**config.mk**
```make
export PLATFORM = sky130hd
export DESIGN_NAME = dpra_host
export DESIGN_NICKNAME = d
export VERILOG_FILES = /design/src/rtl/dpra_wait.v /design/src/rtl/dpra_host.v
export VERILOG_INCLUDE_DIRS = /design/src /design/src/rtl
export SDC_FILE = /design/constraint.sdc
export NUM_CORES = 1
export LEC_CHECK = 0
export BUFFER_PORTS_ARGS = -buffer_cell sky130_fd_sc_hd__buf_4
export CORE_MARGIN = 2
export CORE_UTILIZATION = 53
export CTS_CLUSTER_DIAMETER = 30
export DETAILED_ROUTE_END_ITERATION = 10
export PLACE_DENSITY = 0.85
export RECOVER_POWER = 50
export SLEW_MARGIN = 5
export SYNTH_ARGS = -nofsm -noshare
export SYNTH_HDL_FRONTEND = slang
export SYNTH_SLANG_ARGS = --single-unit
```
**constraint.sdc**
```tcl
create_clock -name clk_sys -period 2.4 [get_ports clk_sys]
set_input_delay 0.24 -clock clk_sys [delete_from_list [all_inputs] [get_ports clk_sys]]
set_output_delay 0.24 -clock clk_sys [all_outputs]
set_load 0.005 [all_outputs]
```
**src/rtl/dpra_consts.vh**
```
// Constants for the dual-port memory port controller
`ifndef DPRA_CONSTS_VH
`define DPRA_CONSTS_VH
`define DPRA_CLK_PERIOD_NS 25
`define DPRA_AW 10
`define DPRA_DW 8
// Pin timing, ns as printed
`define DPRA_ADDRESS_ACCESS_DELAY_NS 15
`define DPRA_OE_ACCESS_NS 10
`define DPRA_DATA_SETUP_NS 10
`define DPRA_ADDR_SETUP_END_NS 12
`define DPRA_ADDR_HOLD_NS 2
`define DPRA_ADDR_SETUP_START_NS 0
`define DPRA_PRIORITY_SETUP_TIME_NS 5
`define DPRA_BLOCKED_WRITE_EXTENSION_NS 13
`define DPRA_CONTENTION_ASSERT_DELAY_NS 15
`define DPRA_MAILBOX_SET_DELAY_NS 15
`define DPRA_MAILBOX_CLEAR_DELAY_NS 15
`define DPRA_HIZ_NS 10
// Cycle counts: least times round up, then one more cycle
`define DPRA_CYC_UP(ns) (((ns) + `DPRA_CLK_PERIOD_NS - 1) / `DPRA_CLK_PERIOD_NS + 1)
`define DPRA_CNT_W 3
`define DPRA_RD_CYC `DPRA_CYC_UP(`DPRA_ADDRESS_ACCESS_DELAY_NS)
`define DPRA_WR_CYC `DPRA_CYC_UP(`DPRA_ADDR_SETUP_END_NS)
`define DPRA_WH_CYC `DPRA_CYC_UP(`DPRA_BLOCKED_WRITE_EXTENSION_NS)
`define DPRA_HOLD_CYC `DPRA_CYC_UP(`DPRA_ADDR_HOLD_NS)
`define DPRA_HIZ_CYC `DPRA_CYC_UP(`DPRA_HIZ_NS)
`define DPRA_FLAG_CYC `DPRA_CYC_UP(`DPRA_MAILBOX_SET_DELAY_NS)
`define DPRA_SETUP_CYC `DPRA_CYC_UP(`DPRA_ADDR_SETUP_START_NS)
// Mailbox words
`define DPRA_MBOX_LEFT 10'h3FF
`define DPRA_MBOX_RIGHT 10'h3FE
`endif

```
**src/rtl/dpra_wait.v**
```verilog
// Cycle countdown timer
`timescale 1ns/1ps
`include "dpra_consts.vh"
module dpra_wait
(
    // Clock and reset
    input wire clk_sys,
    input wire rstn,
    // Load and status
    input wire load,
    input wire [`DPRA_CNT_W-1:0] count,
    output wire done
);
    reg [`DPRA_CNT_W-1:0] cnt_q;
    // Count down to zero after a load
    always @(posedge clk_sys or negedge rstn)
    begin
        if (!rstn)
            cnt_q <= 3'h0;
        else if (load)
            cnt_q <= count;
        else if (cnt_q != 3'h0)
            cnt_q <= cnt_q - 3'h1;
    end
    // Plain compare: gating with load would loop through the caller's decode
    assign done = (cnt_q == 3'h0);
endmodule // dpra_wait

```
**src/rtl/dpra_host.v**
```verilog
// Host controller driving one port of the dual-port memory
//
// Function
// Write only while select and strobe low
// Data set up before write end, held
// Address set up before, held after write
// Read data valid after address access delay
// Output drive access and release delays
// Deselect powers the port down
// Contention flag low on address match
// Contention flag released on mismatch
// Contention flag low on select collision
// Win priority by presenting address early
// Hold blocked write past flag release
// Read data valid after flag release
// Priority write leaves other outputs steady
// Mailbox write sets opposite port flag
// Reading own mailbox clears flag
// Mailboxes at words 3FF and 3FE
// Contention pin open drain on master
// Keep write strobe high during reads
// Ties resolved with single winner
`timescale 1ns/1ps
`include "dpra_consts.vh"
module dpra_host
(
    // Clock and reset
    input wire clk_sys,
    input wire rstn,
    // User command port
    input wire cmd_valid,
    input wire cmd_write,
    input wire cmd_mbox,
    input wire [`DPRA_AW-1:0] cmd_addr,
    input wire [`DPRA_DW-1:0] cmd_wdata,
    output wire cmd_ready,
    output reg rsp_valid_q,
    output reg [`DPRA_DW-1:0] rsp_rdata_q,
    output reg rsp_blocked_q,
    // Port identity: high for the right port
    input wire port_is_right,
    // Memory port pins
    output reg sel_n_q,
    output reg wr_n_q,
    output reg oe_n_q,
    output reg [`DPRA_AW-1:0] addr_q,
    input wire [`DPRA_DW-1:0] data_i,
    output reg [`DPRA_DW-1:0] data_o_q,
    output reg data_oe_n_q,
    input wire busy_n,
    input wire mbox_flag_n,
    // Mailbox event to user
    output wire mbox_pending
);
    localparam S_IDLE = 3'h0;
    localparam S_SETUP = 3'h1;
    localparam S_RD = 3'h2;
    localparam S_WR = 3'h3;
    localparam S_WAIT_BUSY = 3'h4;
    localparam S_EXTEND = 3'h5;
    localparam S_END = 3'h6;

    // Timer loads, cut to the counter width on purpose
    localparam integer SETUP_I = `DPRA_SETUP_CYC;
    localparam integer RD_I = `DPRA_RD_CYC;
    localparam integer WR_I = `DPRA_WR_CYC;
    localparam integer WH_I = `DPRA_WH_CYC;
    localparam integer HOLD_I = `DPRA_HOLD_CYC;
    localparam integer HIZ_I = `DPRA_HIZ_CYC;
    localparam [`DPRA_CNT_W-1:0] SETUP_CYC = SETUP_I[`DPRA_CNT_W-1:0];
    localparam [`DPRA_CNT_W-1:0] RD_CYC = RD_I[`DPRA_CNT_W-1:0];
    localparam [`DPRA_CNT_W-1:0] WR_CYC = WR_I[`DPRA_CNT_W-1:0];
    localparam [`DPRA_CNT_W-1:0] WH_CYC = WH_I[`DPRA_CNT_W-1:0];
    localparam [`DPRA_CNT_W-1:0] HOLD_CYC = HOLD_I[`DPRA_CNT_W-1:0];
    localparam [`DPRA_CNT_W-1:0] HIZ_CYC = HIZ_I[`DPRA_CNT_W-1:0];

    reg [2:0] st_q;
    reg [2:0] st_d;
    reg is_wr_q;
    reg blocked_q;
    reg load;
    reg [`DPRA_CNT_W-1:0] load_val;
    wire done;

    assign cmd_ready = (st_q == S_IDLE);
    // Active-low mailbox flag from the device
    assign mbox_pending = !mbox_flag_n;

    // One shared timer serves every timed phase
    dpra_wait u_wait
    (
        .clk_sys(clk_sys),
        .rstn(rstn),
        .load(load),
        .count(load_val),
        .done(done)
    );

    // Next state and timer loads
    always @*
    begin
        st_d = st_q;
        load = 1'b0;
        load_val = 3'h0;
        case (st_q)
            S_IDLE:
            begin
                if (cmd_valid)
                begin
                    // address before write start
                    // address early for priority
                    st_d = S_SETUP;
                    load = 1'b1;
                    load_val = SETUP_CYC;
                end
            end
            S_SETUP:
            begin
                if (done)
                begin
                    st_d = is_wr_q ? S_WR : S_RD;
                    load = 1'b1;
                    load_val = is_wr_q ? WR_CYC : RD_CYC;
                end
            end
            S_RD:
            begin
                // wait access time
                // restart after busy release
                if (!busy_n)
                begin
                    load = 1'b1;
                    load_val = RD_CYC;
                end
                else if (done)
                begin
                    st_d = S_END;
                    load = 1'b1;
                    load_val = HIZ_CYC;
                end
            end
            S_WR:
            begin
                // blocked write waits flag
                if (!busy_n)
                    st_d = S_WAIT_BUSY;
                else if (done)
                begin
                    st_d = S_END;
                    load = 1'b1;
                    load_val = HOLD_CYC;
                end
            end
            S_WAIT_BUSY:
            begin
                if (busy_n)
                begin
                    // extend strobe after release
                    st_d = S_EXTEND;
                    load = 1'b1;
                    load_val = WH_CYC;
                end
            end
            S_EXTEND:
            begin
                if (done)
                begin
                    st_d = S_END;
                    load = 1'b1;
                    load_val = HOLD_CYC;
                end
            end
            S_END:
            begin
                if (done)
                    st_d = S_IDLE;
            end
            default:
                st_d = S_IDLE;
        endcase
    end

    // State, pins and response registers
    always @(posedge clk_sys or negedge rstn)
    begin
        if (!rstn)
        begin
            st_q <= S_IDLE;
            is_wr_q <= 1'b0;
            blocked_q <= 1'b0;
            sel_n_q <= 1'b1;
            wr_n_q <= 1'b1;
            oe_n_q <= 1'b1;
            addr_q <= 10'h000;
            data_o_q <= 8'h00;
            data_oe_n_q <= 1'b1;
            rsp_valid_q <= 1'b0;
            rsp_rdata_q <= 8'h00;
            rsp_blocked_q <= 1'b0;
        end
        else
        begin
            st_q <= st_d;
            rsp_valid_q <= 1'b0;
            case (st_q)
                S_IDLE:
                begin
                    if (cmd_valid)
                    begin
                        is_wr_q <= cmd_write;
                        blocked_q <= 1'b0;
                        // mailbox word of the chosen side
                        if (cmd_mbox)
                        begin
                            // Left writes the right box, reads its own
                            if (cmd_write ^ port_is_right)
                                addr_q <= `DPRA_MBOX_RIGHT;
                            else
                                addr_q <= `DPRA_MBOX_LEFT;
                        end
                        else
                            addr_q <= cmd_addr;
                        data_o_q <= cmd_wdata;
                        // select powers the port up
                        sel_n_q <= 1'b0;
                        // strobe high for reads
                        wr_n_q <= 1'b1;
                    end
                end
                S_SETUP:
                begin
                    if (done)
                    begin
                        if (is_wr_q)
                        begin
                            // strobe low with select low
                            // data driven from write start
                            wr_n_q <= 1'b0;
                            data_oe_n_q <= 1'b0;
                        end
                        else
                            // output drive for the read
                            oe_n_q <= 1'b0;
                    end
                end
                S_RD:
                begin
                    if (!busy_n)
                        blocked_q <= 1'b1;
                    else if (done)
                    begin
                        // mailbox read clears own flag
                        rsp_rdata_q <= data_i;
                        oe_n_q <= 1'b1;
                        sel_n_q <= 1'b1;
                    end
                end
                S_WR, S_EXTEND:
                begin
                    if (st_q == S_WR && !busy_n)
                        blocked_q <= 1'b1;
                    else if (done)
                        // write end sets far flag
                        wr_n_q <= 1'b1;
                end
                S_END:
                begin
                    if (done)
                    begin
                        // address kept through hold
                        data_oe_n_q <= 1'b1;
                        sel_n_q <= 1'b1;
                        rsp_valid_q <= 1'b1;
                        rsp_blocked_q <= blocked_q;
                    end
                end
                default:
                begin
                end
            endcase
        end
    end
endmodule // dpra_host

```
---- Yosys cells after proc, flatten, opt, wreduce, memory -nomap -nowiden ----
Cells that the tools add are included.
storage, ports and cells
  bits of input ports ..................... 34
  logic and storage cells ................. 100
  output and inout bits ................... 34
  register bits after elaboration ......... 40
operators by class
  reduce and logical (&&, ||, !) cells .... 23
  add/subtract/negate cells ............... 1
  muxes and demuxes ....................... 44
  eq/ne operators ......................... 18
  bitwise gates (word level) .............. 1
operators with widths
  operator                                                               number
  3-bit 2-to-1 mux                                                       11
  2-bit != test, second input constant                                   12
  1-bit 2-to-1 mux                                                       22
  3-bit case mux with 7 select lines                                     1
  3-bit case mux with 5 select lines                                     1
  3-bit nonzero test                                                     4
  10-bit 2-to-1 mux                                                      1
  5-bit AND reduction                                                    2
  3-bit equality test, second input constant                             3
  1-bit case mux with 3 select lines                                     3
  4-bit AND reduction                                                    2
  3-bit by 2-bit equality test with 1-bit output, second input constant  2
  3-bit logical NOT                                                      2
  3-bit AND reduction                                                    2
  6-bit AND reduction                                                    1
  2-bit nonzero test                                                     3
  1-bit case mux with 5 select lines                                     1
  2-bit 2-to-1 mux                                                       2
  1-bit case mux with 2 select lines                                     2
  2-bit AND reduction                                                    2
  2-bit OR reduction                                                     2
  3-bit by 1-bit equality test with 1-bit output, second input constant  1
  3-bit by 1-bit subtractor with 3-bit output, second input constant     1
  1-bit logical NOT                                                      2
  2 further kinds                                                        2

---- Longest topological paths before layout ----
  depth after elaboration ................. 5
  gate-level depth with buffers ........... 7
  gate-level depth less buffers ........... 6

---- By module ----
From an unflattened synthesis, not the netlist that was laid out.
second synthesis, totals
  cells, all modules ...................... 183
  area total of the unflattened synthesis .. 1945.6 sq um
by module, submodules not included
  module     area an instance (sq um)  times used  sequential area each (sq um)  cells each
  dpra_host  1745.4                    1           930.9                         162
  dpra_wait  200.2                     1           75.1                          21

---- Worst setup path before layout ----
OpenSTA, ideal clock, no wires.
  path kind ............................... register -> register
  start point ............................. reg u_wait.cnt_q[0]
  end point ............................... reg rsp_rdata_q[0]
  path buffers ............................ 0
  setup slack ............................. 839 ps
  library setup time ...................... 125 ps
  cell stages (with the launch flop) ...... 6
  arrival time ............................ 1436 ps
  cells stage by stage .................... dfrtp_1 -> inv_1 -> ha_1 -> nand2b_2 -> nor3_4 -> mux2_2
between the ends
  longest elaborated chain between the ends .. 2
RTL lines
  element                        line             source
  from (decl)                    dpra_wait.v:14   reg [`DPRA_CNT_W-1:0] cnt_q;
  from (signal assigned)         dpra_wait.v:21   cnt_q <= count;
  from (signal assigned)         dpra_wait.v:23   cnt_q <= cnt_q - 3'h1;
  3-bit logical NOT              dpra_wait.v:26   assign done = (cnt_q == 3'h0);
  3-bit AND reduction (no line)  -
  to (signal assigned)           dpra_host.v:253  rsp_rdata_q <= data_i;
  to (decl)                      dpra_host.v:38   output reg [`DPRA_DW-1:0] rsp_rdata_q,
Every way passes these cells.
A chain may end at the register's enable or synchronous reset.

---- Worst setup path after layout ----
  start point ............................. reg u_wait.cnt_q[0]
  end point ............................... reg u_wait.cnt_q[0]
between the ends
  longest elaborated chain between the ends .. 5
RTL lines
  element                                                 line                              source
  3-bit logical NOT                                       dpra_wait.v:26
  1-bit 2-to-1 mux                                        -
  1-bit 2-to-1 mux, on equally long branches              dpra_host.v:145, dpra_host.v:130
  1-bit case mux with 5 select lines                      dpra_host.v:105                   case (st_q)
  3-bit 2-to-1 mux or 2-bit nonzero test (tied branches)  -
Parallel ways exist; a longest one is shown, timed or not. The select of a mux whose other input is x is not followed.

==> impl_metrics.yaml <==
status:
  outcome: "finished, final reports clean"
placed_design:
  port_buffers: 67
  dpl-instance-area_sq_mm: 0.00237
  gp_congestion: 0.855
  dp_hpwl_um: 2860
grt:
  grtUsageTotal_pct: 21.2
  grt_max_degree: 41
  grt_overflow: 0
  grt_pass1_vias: 1436
  antenna_found_initial: 0
  grt_pass1_wl_um: 6600
setup_path:
  arrival_ns: 2.25
  reg2reg_to: "u_wait.cnt_q[0]$_DFFE_PN0P_"
  cp-start-kind: "flip-flop"
  r2r_slack_ns: 0.40
  critPathCaptureType: "flip-flop"
  reg2reg_depth: 5
  required_ns: 2.65
  r2r_start: "u_wait.cnt_q[0]$_DFFE_PN0P_"
  crit_fanout: 12
  critical_path_class: "reg -> reg"
synth:
  synth.distinct_cells: 45
  syn-cell-area_sq_mm: 0.00187
  synth_top_family_by_area: "simple AND/OR/NAND/NOR gates"
  synth-compound-area-share_pct: 12.3
  synth-async-reset-ratio_pct: 100
  synth_edf_count: 0
  synth_fa_ha_area_share_pct: 1.34
  synth.mux.area_fraction_pct: 11.3
  synth-simple-area-share_pct: 15.2
  syn_area_per_cell_sq_um: 11.1
  synth_xor_area_share_pct: 0.936
  ys_warn_count: 0
  synth_ff_type: "dfrtp_1"
  ys_seq_elements: 40
  synth_nets: 204
  synth-seq-area-share_pct: 53.8
  postSynthCellCount: 168
timing:
  tightest_slew_ns: 0.936
  setup_tns_ns: 0
  slew_headroom_pct: 37.6
  slew_viol_final: 0
  fin_worst_skew_ns: 0.0123
  rsz0062_at_grt: "no"
  fmax_mhz: 501
  hold_violations: 0
  setup_viol: 0
  timing.final.crit_share_pct: 83.2
  finalCriticalPeriod_ns: 2.00
finish:
  stdcell_area_sq_mm: 0.00246
  fill_cells: 255
  area_growth_pct: 31.7
  num_antenna_cells: 0
  nets: 271
  drive_above_1_share_pct: 44.1
cts:
  cts_buffers: 5
  cts_tree: "done"
  htreeDepth: 2
  cts_buffer_depth: 2
  root_buffer: "clkbuf_4"
  cts_sinks: 40
  cts.clk_slew.worst_paths_ns: 0.13
  cts_resized: 0
  clock_latency_ns: 0.35
power:
  p_leak_nw: 1.17
  powerDensity_mw_per_mm2: 1180
  ir_drop_mv: 0.741
run:
  drv_cap: 0
detailed_routing:
  vias: 1450
  drcViolationCount: 0
  first_pass_iters: 4
  drt_iter0_drc: 97
  routed_via_density: 5.14
  routed_wl_um: 3830
  wire_per_inst_um: 13.6
  ant_nets: 0
hold_path:
  holdPathEnd: "data_o_q[5]$_DFFE_PN0N_"
  min_from: "cmd_wdata[5]"
  hp-class: "in -> reg"
  min_path_cells: 2
floorplan:
  coreArea_sq_mm: 0.00336
  start_util_pct: 55.6
  fp.dieW_um: 63.4
  rows: 21
  die_y_um: 63.4
  ios: 68
  dieArea_sq_mm: 0.00402
-- per-stage QoR --
stage	setup slack (ns)	std cells	utilization [%]	hold WS [ns]	total power, mW
2_1_floorplan	0.839	168	-	-0.0556	1.96
3_3_place_gp	0.523	273	70.5	0.236	2.45
3_5_place_dp	0.436	273	70.5	0.238	2.51
4_1_cts	0.414	282	73.3	0.0786	2.96
5_1_grt	0.245	282	73.3	0.0555	3.15
6_report	0.404	282	73.3	0.0968	2.92
-- report_power, final --
part	internal [mW]	switching [mW]
Combinational	0.685	0.536
Sequential	0.983	0.267
Clock	0.222	0.225
Total	1.89	1.03
-- cells by family after synthesis --
logic type,count (synthesis)
and+or+nand+nor,51
AOI/OAI and AO/OA,38
muxes,19
xor gates and xnor gates,2
DFF,40
buffers and inverters,16
adders and majority gates,2
-- cell type report --
| class | instances | area (sq um) | share of cell area, % |
|---|---|---|---|
| clock buffer | 5 | 37.5 | 1.52 |
| clock inverter | 3 | 46.3 | 1.88 |
| inverter | 6 | 22.5 | 0.914 |
| multi-input combinational | 112 | 768 | 31.2 |
| sequential | 40 | 1010 | 40.8 |
| tap | 46 | 57.6 | 2.34 |
| timing repair buffer | 70 | 526 | 21.3 |
-- repair_timing --
| item | CTS | global route |
|---|---|---|
| endpoints found under the hold margin | 36 | 0 |
| buffers inserted | 0 | 0 |
| hold buffers | 1 | 0 |
-- Yosys cell counts (2+ instances only) --
library cell,number,area [sq um]
nand2b_1,2,12.5
mux2_1,3,33.8
dfrtp_1,36,901
inv_1,5,18.8
buf_6,3,33.8
dfstp_2,4,105
ha_1,2,25.0
o31ai_1,4,30.0
buf_2,2,10.0
mux2_2,14,158
a21oi_1,18,90.1
buf_4,3,22.5
mux2i_1,2,20.0
nor2_1,27,101
o21ai_0,7,35.0
nand2_1,6,22.5
nor3_4,2,32.5
-- registers in the layout, summed over array words and instances, names as in the netlist, 3 cells and up --
register / count
addr_q: 10
data_o_q: 8
rsp_rdata_q: 8
st_q: 3
u_wait.cnt_q: 3
-- cells in the final DEF, fill, tap and decap left out, types with 2 or more instances in the layout --
cell / netlist / routed
mux2_2: 14 / 14
inv_1: 5 / 5
a21oi_1: 18 / 18
o21ai_0: 7 / 7
o31ai_1: 4 / 4
mux2i_1: 2 / 2
dfrtp_1: 36 / 36
ha_1: 2 / 2
nand2_1: 6 / 6
mux2_1: 3 / 3
nor3_4: 2 / 2
buf_4: 3 / 51
dfstp_2: 4 / 4
nor2_1: 27 / 27
nand2b_1: 2 / 2
clkbuf_4: 0 / 22
-- worst max-delay path, stage by stage (launching register included) --
cell     delay, ns
dfrtp_1       0.39
inv_1         0.09
ha_1          0.22
nor2b_1       0.69
a21oi_1       0.25
a31o_2        0.26
-- routing by layer --
metal	up-vias	global-route usage, %	routed length, um	part of all wire, %
met3	2	7.68	273	7.1
met2	51	34.2	1860	49
li1	714	-	-	-
met5	-	0	0	0
met4	0	4.89	23	0.60
met1	683	27.5	1670	44
-- worst max-delay path by stage --
| stage | from | end | slack, ns | cells past startpoint |
|---|---|---|---|---|
| 6_report | u_wait.cnt_q[0]$_DFFE_PN0P_ | u_wait.cnt_q[0]$_DFFE_PN0P_ | 0.40 | 5 |
| 5_1_grt | u_wait.cnt_q[0]$_DFFE_PN0P_ | u_wait.cnt_q[0]$_DFFE_PN0P_ | 0.25 | 5 |
| 4_1_cts | u_wait.cnt_q[0]$_DFFE_PN0P_ | u_wait.cnt_q[0]$_DFFE_PN0P_ | 0.41 | 5 |
| 3_5_place_dp | u_wait.cnt_q[0]$_DFFE_PN0P_ | u_wait.cnt_q[0]$_DFFE_PN0P_ | 0.44 | 5 |
| 3_3_place_gp | u_wait.cnt_q[0]$_DFFE_PN0P_ | u_wait.cnt_q[0]$_DFFE_PN0P_ | 0.52 | 5 |
| 2_1_floorplan | u_wait.cnt_q[0]$_DFFE_PN0P_ | rsp_rdata_q[0]$_DFFE_PN0P_ | 0.84 | 5 |
Power figures use the tool's default switching activity.
